$ cat src/inc/lcdmx_pkg.sv
// Purpose: constants and types for the segment pin multiplexer
// Assumes: 40 MHz system clock, classic Wishbone register access
// Notes: level codes select the analogue bias switches of each pin
//
// Behaviour
// - half bias: segment pins drive only supply or ground
// - third bias: segment pins drive supply, one third, two thirds or ground
// - eighteen segments against four commons address 72 segments
// - segment pins one to fourteen switch to output port under program
// - four shared port pins switch individually between segment and I/O port
// - shared port pins in I/O mode are open drain, pull low only
// - segments ten to fourteen and shared port pins can carry CD signals
// - batch select bit moves channel clock, bit clock, audio pins to CD
// - other CD pins select individually from segment data of segments 14-16
// - subcode clock pin is bidirectional, clocks subcode bits P to W
// - subcode data pin shifts out P to W bits on subcode clock
// - frame sync pin outputs subcode frame synchronisation
// - channel clock toggles 44.1 kHz, low left, high right
// - channel clock polarity inverts on command
// - bit clock pin carries 1.4112 MHz clock, audio pin carries samples
// - overflow pin high while buffer memory overflows
// - interpolation pin high for uncorrectable audio words
// - zero pin outputs one-bit converter zero detection flag
// - output port pins also serve as LED segment outputs
// - step instruction advances active output bit through positions one to 18
// - after reset, output-port pins default to LCD segment output
// - after reset, I/O port pins default to input
package lcdmx_pkg;
  localparam int NUM_PINS = 18;
  localparam int NUM_COMMONS = 4;
  localparam int NUM_OUT_ONLY = 14;
  localparam int NUM_SHARED = 4;
  localparam int NUM_CD_SEL = 12;
  localparam int ADR_W = 8;
  // pin level codes
  localparam logic [1:0] LVL_GND = 2'h0;
  localparam logic [1:0] LVL_THIRD = 2'h1;
  localparam logic [1:0] LVL_TWO_THIRDS = 2'h2;
  localparam logic [1:0] LVL_VDD = 2'h3;
  // pin indices carrying CD functions
  localparam int PIN_ZERO = 9;
  localparam int PIN_SUBCLK = 10;
  localparam int PIN_SUBDATA = 11;
  localparam int PIN_FSYNC = 12;
  localparam int PIN_CHAN = 13;
  localparam int PIN_BITCLK = 14;
  localparam int PIN_AUDIO = 15;
  localparam int PIN_OVF = 16;
  localparam int PIN_INTERP = 17;
  // register byte offsets
  localparam logic [ADR_W-1:0] OFS_CTRL = 8'h00;
  localparam logic [ADR_W-1:0] OFS_PORT_SEL = 8'h04;
  localparam logic [ADR_W-1:0] OFS_PORT_DATA = 8'h08;
  localparam logic [ADR_W-1:0] OFS_STEP = 8'h0C;
  localparam logic [ADR_W-1:0] OFS_SHARED_DIR = 8'h10;
  localparam logic [ADR_W-1:0] OFS_PIN_STATE = 8'h14;
  localparam logic [ADR_W-1:0] OFS_SEG_BASE = 8'h20;
  localparam logic [ADR_W-1:0] OFS_SEG_LAST = 8'h2C;
  // control register fields
  localparam int CTRL_THIRD_BIAS = 0;
  localparam int CTRL_BATCH_CD = 1;
  localparam int CTRL_CHAN_INV = 2;
  localparam int CTRL_SUBCLK_DRIVE = 3;
  localparam int CTRL_W = 4;
  localparam int SEG_CD_SEL_LSB = 13;
  // reset values
  localparam logic [CTRL_W-1:0] RST_CTRL = 4'h0;
  localparam logic [NUM_PINS-1:0] RST_PORT_SEL = 18'h3_c000;
  localparam logic [NUM_PINS-1:0] RST_PORT_DATA = 18'h0_0001;
  localparam logic [NUM_SHARED-1:0] RST_SHARED_DIR = 4'h0;
  typedef enum logic [1:0] {
    LCDMX_BUS_IDLE = 2'b00,
    LCDMX_BUS_BUSY = 2'b01,
    LCDMX_BUS_ACK = 2'b10
  } lcdmx_bus_t;
endpackage

$ cat src/inc/lcdmx_seg_if.sv
// Purpose: segment data memory port between control and storage
// Assumes: single clock, one write and one registered read port
// Notes: none
`timescale 1ns/10ps
`default_nettype none
interface lcdmx_seg_if;
  import lcdmx_pkg::*;
  logic we;
  logic [1:0] waddr;
  logic [NUM_PINS-1:0] wdata;
  logic [1:0] raddr;
  logic [NUM_PINS-1:0] rdata;
  modport ctl (output we, output waddr, output wdata, output raddr, input rdata);
  modport mem (input we, input waddr, input wdata, input raddr, output rdata);
endinterface
`default_nettype wire

$ cat src/hw/lcdmx_top.sv
// Purpose: function select for eighteen segment pins: LCD, port, CD signals
// Assumes: common index and frame phase come from the common timing block
// Notes: pin level codes drive the bias switches; oe low leaves pin floating
//
// Local design decisions: the address map and the Wishbone slave port.
`timescale 1ns/10ps
`default_nettype none
module lcdmx_top
  import lcdmx_pkg::*;
(
  // clock and reset
  input wire logic clk_sys,
  input wire logic resetn,
  // wishbone slave
  input wire logic wb_cyc_i,
  input wire logic wb_stb_i,
  input wire logic wb_we_i,
  input wire logic [ADR_W-1:0] wb_adr_i,
  input wire logic [3:0] wb_sel_i,
  input wire logic [31:0] wb_dat_i,
  output logic [31:0] wb_dat_o,
  output logic wb_ack_o,
  // common timing
  input wire logic [1:0] lcd_common_index,
  input wire logic lcd_frame_phase,
  // cd processor signals
  input wire logic cd_subcode_clk,
  input wire logic cd_subcode_load,
  input wire logic [7:0] cd_subcode_byte,
  input wire logic cd_frame_sync,
  input wire logic cd_channel_clk,
  input wire logic cd_bit_clk,
  input wire logic cd_audio_data,
  input wire logic cd_overflow,
  input wire logic cd_interp,
  input wire logic cd_zero,
  // pins
  input wire logic subclk_pin_in,
  input wire logic [NUM_SHARED-1:0] shared_port_bit_in,
  output logic [NUM_PINS-1:0][1:0] pin_level_o,
  output logic [NUM_PINS-1:0] pin_oe_o
);
  localparam int SYNC_W = NUM_SHARED + 1;

  typedef struct packed {
    lcdmx_bus_t phase;
    logic ack;
    logic [31:0] dat;
    logic [CTRL_W-1:0] ctrl;
    logic [NUM_PINS-1:0] port_sel;
    logic [NUM_PINS-1:0] port_data;
    logic [NUM_SHARED-1:0] shared_dir;
    logic [NUM_CD_SEL-1:0] cd_sel;
    logic [NUM_PINS-1:0] disp_word;
    logic disp_rd;
    logic [SYNC_W-1:0] sync1;
    logic [SYNC_W-1:0] sync2;
    logic [SYNC_W-1:0] sync3;
    logic [SYNC_W-1:0] stable;
    logic clk_prev;
    logic [7:0] sub_shift;
    logic sub_bit;
    logic [NUM_PINS-1:0][1:0] pin_level;
    logic [NUM_PINS-1:0] pin_oe;
  } lcdmx_state_t;

  lcdmx_state_t state_reg;
  lcdmx_state_t state_next;
  lcdmx_seg_if seg ();

  logic [NUM_PINS-1:0] cd_en_c;
  logic [NUM_PINS-1:0] cd_val_c;
  logic [NUM_PINS-1:0][1:0] lvl_c;
  logic [NUM_PINS-1:0] oe_c;
  logic subclk_now;
  logic bus_req;
  logic seg_hit;

  lcdmx_seg_mem u_mem (
    .clk_sys(clk_sys),
    .resetn(resetn),
    .port(seg.mem)
  );

  function automatic logic [31:0] merge(input logic [31:0] old, input logic [31:0] wd,
                                        input logic [3:0] sel);
    logic [31:0] m;
    m = {{8{sel[3]}}, {8{sel[2]}}, {8{sel[1]}}, {8{sel[0]}}};
    return (old & ~m) | (wd & m);
  endfunction

  // ------------------------------------------------------------
  // cd function selection
  // ------------------------------------------------------------
  always_comb
  begin
    cd_en_c = '0;
    cd_en_c[PIN_CHAN] = state_reg.ctrl[CTRL_BATCH_CD];
    cd_en_c[PIN_BITCLK] = state_reg.ctrl[CTRL_BATCH_CD];
    cd_en_c[PIN_AUDIO] = state_reg.ctrl[CTRL_BATCH_CD];
    cd_en_c[PIN_ZERO] = state_reg.cd_sel[0];
    cd_en_c[PIN_SUBCLK] = state_reg.cd_sel[1];
    cd_en_c[PIN_SUBDATA] = state_reg.cd_sel[2];
    cd_en_c[PIN_FSYNC] = state_reg.cd_sel[3];
    cd_en_c[PIN_OVF] = state_reg.cd_sel[4];
    cd_en_c[PIN_INTERP] = state_reg.cd_sel[5];
    cd_val_c = '0;
    cd_val_c[PIN_ZERO] = cd_zero;
    cd_val_c[PIN_SUBCLK] = cd_subcode_clk;
    cd_val_c[PIN_SUBDATA] = state_reg.sub_bit;
    cd_val_c[PIN_FSYNC] = cd_frame_sync;
    cd_val_c[PIN_CHAN] = cd_channel_clk ^ state_reg.ctrl[CTRL_CHAN_INV];
    cd_val_c[PIN_BITCLK] = cd_bit_clk;
    cd_val_c[PIN_AUDIO] = cd_audio_data;
    cd_val_c[PIN_OVF] = cd_overflow;
    cd_val_c[PIN_INTERP] = cd_interp;
  end

  // ------------------------------------------------------------
  // per-pin function mux
  // ------------------------------------------------------------
  genvar gi;
  generate
    for (gi = 0; gi < NUM_PINS; gi++)
    begin : g_pin
      logic on;
      logic [1:0] lcd_lvl;
      assign on = state_reg.disp_word[gi];
      assign lcd_lvl = state_reg.ctrl[CTRL_THIRD_BIAS]
        ? (on ? (lcd_frame_phase ? LVL_GND : LVL_VDD)
              : (lcd_frame_phase ? LVL_TWO_THIRDS : LVL_THIRD))
        : ((on ^ lcd_frame_phase) ? LVL_VDD : LVL_GND);
      if (gi == PIN_SUBCLK)
      begin : g_subclk
        always_comb
        begin
          if (cd_en_c[gi])
          begin
            lvl_c[gi] = cd_val_c[gi] ? LVL_VDD : LVL_GND;
            oe_c[gi] = state_reg.ctrl[CTRL_SUBCLK_DRIVE];
          end
          else if (state_reg.port_sel[gi])
          begin
            lvl_c[gi] = state_reg.port_data[gi] ? LVL_VDD : LVL_GND;
            oe_c[gi] = 1'b1;
          end
          else
          begin
            lvl_c[gi] = lcd_lvl;
            oe_c[gi] = 1'b1;
          end
        end
      end
      else if (gi < NUM_OUT_ONLY)
      begin : g_out
        always_comb
        begin
          if (cd_en_c[gi])
          begin
            lvl_c[gi] = cd_val_c[gi] ? LVL_VDD : LVL_GND;
          end
          else if (state_reg.port_sel[gi])
          begin
            lvl_c[gi] = state_reg.port_data[gi] ? LVL_VDD : LVL_GND;
          end
          else
          begin
            lvl_c[gi] = lcd_lvl;
          end
          oe_c[gi] = 1'b1;
        end
      end
      else
      begin : g_shared
        always_comb
        begin
          if (cd_en_c[gi])
          begin
            lvl_c[gi] = cd_val_c[gi] ? LVL_VDD : LVL_GND;
            oe_c[gi] = 1'b1;
          end
          else if (state_reg.port_sel[gi])
          begin
            // open drain: only ever pulls low
            lvl_c[gi] = LVL_GND;
            oe_c[gi] = state_reg.shared_dir[gi-NUM_OUT_ONLY] & ~state_reg.port_data[gi];
          end
          else
          begin
            lvl_c[gi] = lcd_lvl;
            oe_c[gi] = 1'b1;
          end
        end
      end
    end
  endgenerate

  // ------------------------------------------------------------
  // next state
  // ------------------------------------------------------------
  assign bus_req = wb_cyc_i & wb_stb_i;
  assign seg_hit = (wb_adr_i >= OFS_SEG_BASE) && (wb_adr_i <= OFS_SEG_LAST);
  assign subclk_now = state_reg.ctrl[CTRL_SUBCLK_DRIVE] ? cd_subcode_clk
                                                        : state_reg.stable[NUM_SHARED];

  always_comb
  begin
    state_next = state_reg;
    seg.we = 1'b0;
    seg.waddr = wb_adr_i[3:2];
    seg.wdata = NUM_PINS'(merge({14'h0000, seg.rdata}, wb_dat_i, wb_sel_i));
    seg.raddr = lcd_common_index;
    state_next.disp_rd = 1'b1;
    // pin inputs: change counts once second and third stage agree
    state_next.sync1 = {subclk_pin_in, shared_port_bit_in};
    state_next.sync2 = state_reg.sync1;
    state_next.sync3 = state_reg.sync2;
    state_next.stable = (state_reg.sync2 & state_reg.sync3)
      | (state_reg.stable & (state_reg.sync2 ^ state_reg.sync3));
    // subcode bits leave msb first on each rising subcode clock
    state_next.clk_prev = subclk_now;
    if (cd_subcode_load)
    begin
      state_next.sub_shift = cd_subcode_byte;
    end
    else if (subclk_now && !state_reg.clk_prev)
    begin
      state_next.sub_bit = state_reg.sub_shift[7];
      state_next.sub_shift = {state_reg.sub_shift[6:0], 1'b0};
    end
    if (state_reg.disp_rd)
    begin
      state_next.disp_word = seg.rdata;
    end
    case (state_reg.phase)
      LCDMX_BUS_IDLE:
      begin
        state_next.ack = 1'b0;
        if (bus_req)
        begin
          state_next.phase = LCDMX_BUS_BUSY;
          if (seg_hit)
          begin
            // bus borrows the read port for one cycle
            seg.raddr = wb_adr_i[3:2];
            state_next.disp_rd = 1'b0;
          end
        end
      end
      LCDMX_BUS_BUSY:
      begin
        state_next.phase = LCDMX_BUS_ACK;
        state_next.ack = 1'b1;
        state_next.dat = 32'h0000_0000;
        if (wb_adr_i == OFS_CTRL)
        begin
          state_next.dat = {28'h000_0000, state_reg.ctrl};
          if (wb_we_i)
          begin
            state_next.ctrl = CTRL_W'(merge({28'h000_0000, state_reg.ctrl},
                                            wb_dat_i, wb_sel_i));
          end
        end
        else if (wb_adr_i == OFS_PORT_SEL)
        begin
          state_next.dat = {14'h0000, state_reg.port_sel};
          if (wb_we_i)
          begin
            state_next.port_sel = NUM_PINS'(merge({14'h0000, state_reg.port_sel},
                                                  wb_dat_i, wb_sel_i));
          end
        end
        else if (wb_adr_i == OFS_PORT_DATA)
        begin
          state_next.dat = {14'h0000, state_reg.port_data};
          if (wb_we_i)
          begin
            state_next.port_data = NUM_PINS'(merge({14'h0000, state_reg.port_data},
                                                   wb_dat_i, wb_sel_i));
          end
        end
        else if (wb_adr_i == OFS_STEP)
        begin
          state_next.dat = {14'h0000, state_reg.port_data};
          if (wb_we_i)
          begin
            state_next.port_data = {state_reg.port_data[NUM_PINS-2:0],
                                    state_reg.port_data[NUM_PINS-1]};
          end
        end
        else if (wb_adr_i == OFS_SHARED_DIR)
        begin
          state_next.dat = {28'h000_0000, state_reg.shared_dir};
          if (wb_we_i)
          begin
            state_next.shared_dir = NUM_SHARED'(merge({28'h000_0000, state_reg.shared_dir},
                                                      wb_dat_i, wb_sel_i));
          end
        end
        else if (wb_adr_i == OFS_PIN_STATE)
        begin
          state_next.dat = {9'h000, state_reg.stable, state_reg.pin_oe};
        end
        else if (seg_hit)
        begin
          state_next.dat = {14'h0000, seg.rdata};
          if (wb_we_i)
          begin
            seg.we = 1'b1;
            state_next.cd_sel[wb_adr_i[3:2]*3 +: 3] =
              seg.wdata[SEG_CD_SEL_LSB +: 3];
          end
        end
      end
      default:
      begin
        state_next.phase = LCDMX_BUS_IDLE;
        state_next.ack = 1'b0;
      end
    endcase
    state_next.pin_level = lvl_c;
    state_next.pin_oe = oe_c;
  end

  always_ff @(posedge clk_sys or negedge resetn)
  begin
    if (!resetn)
    begin
      state_reg <= '0;
      state_reg.phase <= LCDMX_BUS_IDLE;
      state_reg.ctrl <= RST_CTRL;
      state_reg.port_sel <= RST_PORT_SEL;
      state_reg.port_data <= RST_PORT_DATA;
      state_reg.shared_dir <= RST_SHARED_DIR;
    end
    else
    begin
      state_reg <= state_next;
    end
  end

  assign wb_dat_o = state_reg.dat;
  assign wb_ack_o = state_reg.ack;
  assign pin_level_o = state_reg.pin_level;
  assign pin_oe_o = state_reg.pin_oe;
endmodule
`default_nettype wire

$ cat src/hw/lcdmx_seg_mem.sv
// Purpose: segment data store, one word of eighteen bits per common
// Assumes: read data are registered, one cycle after the address
// Notes: read of a word written in the same cycle returns the old word
`timescale 1ns/10ps
`default_nettype none
module lcdmx_seg_mem
  import lcdmx_pkg::*;
(
  // clock and reset
  input wire logic clk_sys,
  input wire logic resetn,
  // memory port
  lcdmx_seg_if.mem port
);
  typedef struct packed {
    logic [NUM_COMMONS-1:0][NUM_PINS-1:0] words;
    logic [NUM_PINS-1:0] rdata;
  } lcdmx_mem_state_t;

  lcdmx_mem_state_t state_reg;
  lcdmx_mem_state_t state_next;

  always_comb
  begin
    state_next = state_reg;
    state_next.rdata = state_reg.words[port.raddr];
    if (port.we)
    begin
      state_next.words[port.waddr] = port.wdata;
    end
  end

  always_ff @(posedge clk_sys or negedge resetn)
  begin
    if (!resetn)
    begin
      state_reg <= '0;
    end
    else
    begin
      state_reg <= state_next;
    end
  end

  assign port.rdata = state_reg.rdata;
endmodule
`default_nettype wire

$ cat config.mk
export PLATFORM = sky130hd
export DESIGN_NAME = lcdmx_top
export DESIGN_NICKNAME = d
export VERILOG_FILES = /design/src/inc/lcdmx_pkg.sv /design/src/inc/lcdmx_seg_if.sv /design/src/hw/lcdmx_top.sv /design/src/hw/lcdmx_seg_mem.sv
export SDC_FILE = /design/constraint.sdc
export NUM_CORES = 1
export LEC_CHECK = 0
export ABC_AREA = 1
export ABC_CLOCK_PERIOD_IN_PS = 2000
export BUFFER_PORTS_ARGS = -buffer_cell sky130_fd_sc_hd__buf_2
export CELL_PAD_IN_SITES_DETAIL_PLACEMENT = 0
export CELL_PAD_IN_SITES_GLOBAL_PLACEMENT = 1
export CORE_MARGIN = 3
export CORE_UTILIZATION = 44
export CTS_CLUSTER_SIZE = 40
export DETAILED_ROUTE_END_ITERATION = 12
export GPL_TIMING_DRIVEN = 0
export PLACE_DENSITY = 0.92
export RECOVER_POWER = 50
export SLEW_MARGIN = 15
export SYNTH_ARGS = -nofsm -noshare
export SYNTH_HDL_FRONTEND = slang
export SYNTH_SLANG_ARGS = --single-unit
$ cat constraint.sdc
create_clock -name clk_sys -period 2 [get_ports clk_sys]
set_clock_uncertainty 0.15 [all_clocks]
set_input_delay 0.3 -clock clk_sys [delete_from_list [all_inputs] [get_ports clk_sys]]
set_output_delay 0.3 -clock clk_sys [all_outputs]
set_load 0.05 [all_outputs]
# Word level (Yosys, flattened, before mapping)
# Cells that the tools add are included.
# totals
elab_cells,276
ff_bits,284
output_inout_bits,87
# classes
shifts,2
order_cmp,5
n_reduce_logical,14
mul,1
add_sub_neg,1
muxes,152
bitwise,51
eq_ne,9
# op_table
cell,n
$mux W2,110
$mux W23,6
$mux W18,7
$and A18 B18 Y18,4
$bwmux W72,1
$or A18 B18 Y18,3
$bmux W18 S2,1
$demux W18 S2,1
$neg A4 Y34,1
$shift A3 B34 Y12 const A,1
$shiftx A3 B34 Y12,1
$mux W1,22
$xor A1 B1 Y1,19
$not A18 Y18,1
$eq A8 B4 Y1 const B,2
$eq A8 B5 Y1 const B,2
$bwmux W12,1
$not A1 Y1,11
$and A5 B5 Y5,2
$mux W9,1
$reduce_and A9 Y1,1
$and A4 B4 Y4,2
$eq A8 B3 Y1 const B,1
$ge A8 B6 Y1 const B,1
other kinds (22),33

# Longest topological paths before layout
# Gate-level depths: netlist (run 1).
# depth
word_depth,10
ltp_mapped,13

# Modules after synthesis
# From an unflattened synthesis (run 1), not the netlist that was laid out.
# unflattened
cells_unflattened,1562
hier_area_um2,12947.4
# by_module_without_submodules
module,n_inst,seq_area_each_um2,area_each_um2,cells_each
lcdmx_top,1,4185.3,8504.4,1002
lcdmx_seg_mem,1,2252.2,4443.0,560

# Worst setup path before layout (run 1)
# OpenSTA, ideal clock, no wires.
# synth_path
path_kind,input -> register
startpoint,input wb_adr_i[2]
endpoint,register (tool-made name)
setup_ps,123
required_time_ps,1727
path_slack_ps,160
n_path_buf,1
t_arrival_ps,1566
path_stages,12
path_cell_list,inv_1 ha_1 inv_1 nand2_1 nand2_2 nor2_8 nand3_2 nor2_4 nand2_4 buf_6 nand2_1 o21ai_2
# synth_lines
item,line,source
"start, declared",lcdmx_top.sv:18,"input wire logic [ADR_W-1:0] wb_adr_i,"

==> results of run 1 <==
-- cell families (layout without fill, tap and decap cells) --
logic type | count (synthesis) | after routing | synth area share (%)
DFF | 257 | 257 | 50.5
adders and majority gates | 9 | 9 | 0.884
muxes | 19 | 19 | 1.68
buffers and inverters | 297 | 531 | 12.3
AOI/OAI and AO/OA | 268 | 268 | 12.4
other | 2 | 11 | 0.0589
xor gates and xnor gates | 18 | 18 | 1.24
and+or+nand+nor | 585 | 585 | 20.9
-- cell type report --
cell class,instances,area (um2)
clock buffer,39,793
tap,378,473
buffer,140,990
timing repair buffer,183,1190
multi-input combinational,909,4800
antenna,1,2.50
inverter,157,589
fill,2553,12700
sequential,257,6440
clock inverter,12,188
-- what timing repair did --
| action | in CTS | in global routing |
|---|---|---|
| buffers inserted | 0 | 8 |
| pin swaps | 0 | 4 |
| hold buffers | 39 | 1 |
| gates resized for setup | 2 | 12 |
| endpoints found under the hold margin | 125 | 1 |
| setup endpoints to repair | 26 | 79 |
-- synth_stat cells (16+ instances only) --
cell type  instances
a21oi_1           42
buf_2             20
buf_4             92
clkbuf_1          16
dfrtp_1          252
inv_1            153
mux2_2            19
nand2_1          416
nand3_1          117
o21ai_0          147
o21ai_2           42
o22ai_1           18
-- report_power, final --
| group | internal [uW] | switching, uW | total, uW | leakage, uW |
|---|---|---|---|---|
| clock network | 3400 | 2040 | 5440 | 0.000481 |
| logic | 574 | 1110 | 1690 | 0.00448 |
| registers | 5480 | 143 | 5620 | 0.00287 |
-- per-stage QoR --
stage / std cells / worst slack [ps] / hold WS, ps / area, um2
global placement: 1974 / -4120 / 183 / 13900
detailed placement: 1976 / -383 / 162 / 14000
finish: 2076 / 73.9 / 30.9 / 15500
floorplan: 1463 / 160 / -146 / 12800
global route: 2076 / -22.2 / 37.8 / 15500
CTS: 2066 / 26.3 / 1.10 / 15300
-- metal layers --
layer,global-route usage [%],vias to the layer above,wire length (um)
li1,-,5014,-
met1,29.7,4931,14200
met2,38.1,392,16700
met3,3.12,62,2560
met4,6.83,0,986
met5,0,-,0
-- worst max-delay path, cell delays in order (launching register included) --
cell	delay, ps
dfrtp_2	540
buf_4	160
buf_2	250
-- worst min path at each step --
stage | from | end | slack, ps | depth (start not counted)
2_1_floorplan | resetn | async pin | -150 | 0
3_3_place_gp | state_next[78]$_DFF_PN0_ | state_next[73]$_DFF_PN0_ | 180 | 0
3_5_place_dp | resetn | u_mem.state_reg[75]$_DFFE_PN0P_ | 160 | 1
4_1_cts | cd_subcode_load | state_reg[58]$_DFFE_PN0P_ | 1 | 3
5_1_grt | wb_dat_i[5] | flip-flop | 40 | 3
6_report | wb_dat_i[5] | flip-flop | 30 | 3
-- placed cells by master (no fill, tap or decap), types with 6 or more instances in the layout --
master and count:
clkbuf_16 29, nand2_2 6, buf_6 7, dlygate4sd3_1 40, buf_4 100, clkbuf_1 25
mux2_2 19, o21ai_0 147, a21oi_1 42, nor2_4 7, nand2_4 7, dfrtp_1 250
nand2_1 415, clkinv_2 6, buf_2 147, nor2_1 10, xnor2_1 14, ha_1 9
o22ai_1 18, nand3_1 117, inv_1 153, conb_1 10, o21ai_2 42
==> impl_metrics.toml, run 1 <==
[route]
routed_wl_um = 34400
drc = 0
dr.first_iter.drc_count = 828
post_drt_wl_per_cell_um = 16.6
dr.pass1.iters = 7
vias = 10400
ant_nets = 0
via_per_inst = 5.01

[floorplan]
ios = 161
die_w_um = 176
die-area_um2 = 31000
die_h_um = 176
start_util_pct = 45.2
rows = 61
core_um2 = 28200

[timing]
drv_slew = 0
post-route-min-period_ps = 1930
tightest_slew_ps = 738
fin_setup_tns_ps = 0
rsz0062_at_grt = "true"
timing.final.hold_violations = 0
relSlewSlack_pct = 50.3
finalCritPeriodShare_pct = 96.3
fmax_mhz = 519
setup_violations = 0

[synth]
synth_top_area_share_pct = 49.5
synth.avg_cell_area_um2 = 8.76
syn_inst = 1455
synth_seq_cells = 257
ys_seq_area_share_pct = 50.5
synth_area_leader_cell = "dfrtp_1"
synth.distinct_cells = 40
ys_warn_count = 0
synth-edff-count = 0
synthTopCellsByArea = "dfrtp_1 (49%), nand2_1 (12%), o21ai_0 (5.8%)"
async_reset_ff_share_pct = 100
synth_flop_cell = "dfrtp_1"
synth_area_um2 = 12700

[worst_setup_path]
r2r-end = "u_mem.port.rdata[7]$_DFF_PN0_"
cp-startpoint = "pin_oe_o[13]$_DFF_PN0_"
r2r_slack_ps = 90
critPathCaptureType = "primary output"
endpoint = "pin_oe_o[6]"
rr_worst_depth = 9
required_ps = 1550
r2r-start = "state_reg[193]$_DFFE_PN0P_"
arrival_ps = 1480
startpoint_type = "flip-flop"
criticalPathCategory = "reg -> out"
cp_max_fo = 15

[finish]
area_growth_pct = 21.4
layout-drive-gt1-share_pct = 25.0
final_util_pct = 54.9
layout.nets = 1759

[pwr]
finalPower_uw = 12800
p_leak_uw = 0.00783
p_per_area_nw_per_um2 = 825
vdd_drop_max_uv = 835

[outcome]
status = "finished, final reports clean"

[global_route]
grt_use_total_pct = 22.4
gr-total-overflow = 0
grt_max_degree = 93
grt_pass1_wl_um = 55800
antenna_found_initial = 1
grt_pass1_vias = 10600

[placement]
finalWeightedCongestion = 0.885
io_buffers = 133
dp_hpwl_um = 25000

[clocking]
clockBufferDepth = 3
clock_sinks = 257
clk_pin_slew_ps = 60
htreeDepth = 1
cts_buffers = 28
cts_root_buf = "clkbuf_16"
cts_tree = "done"
insertion_delay_ps = 530

[job]
maxCapViolations = 0

[hold_path]
hp-class = "in -> reg"
(Power assumes the default switching activity.)
==> run 2, diff against run 1 <==
Settings changed: CORE_ASPECT_RATIO set to 2, CORE_MARGIN 3 to not set.
==> impl_metrics.toml, run 2 (synthesized netlist as in run 1, its figures left out) <==
[worst_setup_path]
cp-startpoint = "wb_stb_i"
required_ps = 2280
cp_max_fo = 10
critPathCaptureType = "flip-flop"
r2r-start = "state_reg[192]$_DFFE_PN0P_"
endpoint = "u_mem.port.rdata[9]$_DFF_PN0_"
rr_worst_depth = 9
r2r-end = "u_mem.port.rdata[9]$_DFF_PN0_"
criticalPathCategory = "in -> reg"
startpoint_type = "input port"
arrival_ps = 2190
r2r_slack_ps = 90

[timing]
drv_slew = 0
relSlewSlack_pct = 37.8
finalCritPeriodShare_pct = 95.7
timing.final.hold_violations = 0
setup_violations = 0
fmax_mhz = 522
tightest_slew_ps = 932
rsz0062_at_grt = "false"
fin_setup_tns_ps = 0
post-route-min-period_ps = 1910

[global_route]
grt_max_degree = 111
grt_pass1_vias = 10200
grt_pass1_wl_um = 54700
antenna_found_initial = 1
grt_use_total_pct = 24.2
gr-total-overflow = 0

[clocking]
clockBufferDepth = 3
cts_buffers = 23
cts_tree = "done"
htreeDepth = 1
cts_root_buf = "clkbuf_16"
clk_pin_slew_ps = 70
clock_sinks = 257
insertion_delay_ps = 540

[floorplan]
ios = 161
die-area_um2 = 29700
core_um2 = 28300
rows = 87
start_util_pct = 45.0
die_h_um = 243
die_w_um = 122

[pwr]
p_comb_share_pct = 13.8
p_per_area_nw_per_um2 = 790
switching_power_uw = 3310
seqPwrFrac_pct = 46.9
intPower_uw = 8660
p_clk_share_pct = 39.3
vdd_drop_max_uv = 595
switching_share_pct = 27.7
p_leak_uw = 0.00769

[outcome]
status = "finished, final reports clean"

[finish]
final_common_cell = "nand2_1"
layout.nets = 1747
layout-drive-gt1-share_pct = 24.4
regArea_um2 = 6440
final_cell_mix = "nand2_1 (416), dfrtp_1 (250), inv_1 (153)"
area_growth_pct = 18.8
fillers = 2669
final_cells = 2037
final_util_pct = 53.5
multi_input_area_um2 = 4770
n_antenna_cell = 0

[placement]
finalWeightedCongestion = 0.946
dp_hpwl_um = 26600
io_buffers = 133
dp_cells = 1954

[hold_path]
worstHoldStart = "wb_dat_i[5]"
hp-class = "in -> reg"

[job]
maxCapViolations = 0

[route]
ant_nets = 0
drc = 0
post_drt_wl_per_cell_um = 17.2
via_per_inst = 5.08
dr.first_iter.drc_count = 564
routed_wl_um = 35000
dr.pass1.iters = 5
vias = 10400
==> run 2: changes by cell type in the layout (fill, tap and decap cells not counted), moves of 4 or more <==
cell       delta
clkinv_2      -4
clkbuf_1      -4
clkbuf_16     -6
inv_6         +5
buf_4         -7
==> run 2: stage by stage <==
stage	cell area (um2)	power [uW]	worst slack (ps)	hold WS, ps
3_3_place_gp	13900	7260	-4020	186
4_1_cts	15100	12000	35.5	11.8
5_1_grt	15100	12400	5.07	52.6
6_report	15100	12000	85.2	28.0
2_1_floorplan	12800	6790	160	-146
3_5_place_dp	13900	7310	-361	85.7
==> run 2: routing by layer <==
layer	wire [um]	GRT usage, %	vias up
met2	18900	44.0	343
met1	12600	26.2	4924
met3	1460	2.42	102
li1	-	-	4984
met4	2080	14.9	2
met5	15	0	-
==> run 2: critical path, cell delays in order <==
cell and delay (ps):
dlygate4sd3_1 510, buf_2 90, nand2_1 110, nor2_4 250, nand3_4 190, nand2_4 190, clkbuf_4 250, nand3_1 90
nand3_1 120, nand2_1 70
==> run 2: worst min-delay path by stage <==
stage	end	slack, ps	cells past startpoint
final	flip-flop	30	3
after global routing	u_mem.port.rdata[17]$_DFF_PN0_	50	4
after CTS	state_reg[60]$_DFFE_PN0P_	10	3
after detailed placement	u_mem.state_reg[20]$_DFFE_PN0P_	90	1
after global placement	state_next[73]$_DFF_PN0_	190	0
after floorplan	async pin	-150	0
==> run 2: area by class of cell <==
type,instances,share of cell area [%]
well taps,356,2.94
flip-flops and latches,257,42.5
plain buffers,140,6.50
inverters,157,3.89
multi-input cells,909,31.5
clock buffers,28,4.06
clock inverters,14,1.17
repair buffers,176,7.41
==> run 2: power groups by stage <==
stage                     clock [uW]  sequential [uW]  combinational, uW
after floorplan                    0             5670               1120
after global placement             0             5700               1560
after detailed placement           0             5710               1600
after CTS                       4760             5610               1660
after global routing            4950             5640               1810
final                           4700             5610               1660
==> run 2: timing repair <==
action                                  in CTS  in global routing
endpoints found under the setup margin      26                 10
buffers inserted                             0                  1
hold buffers                                40                  0
gates resized for setup                      2                  4
pin swaps                                    0                  1
hold endpoints to repair                   105                  0
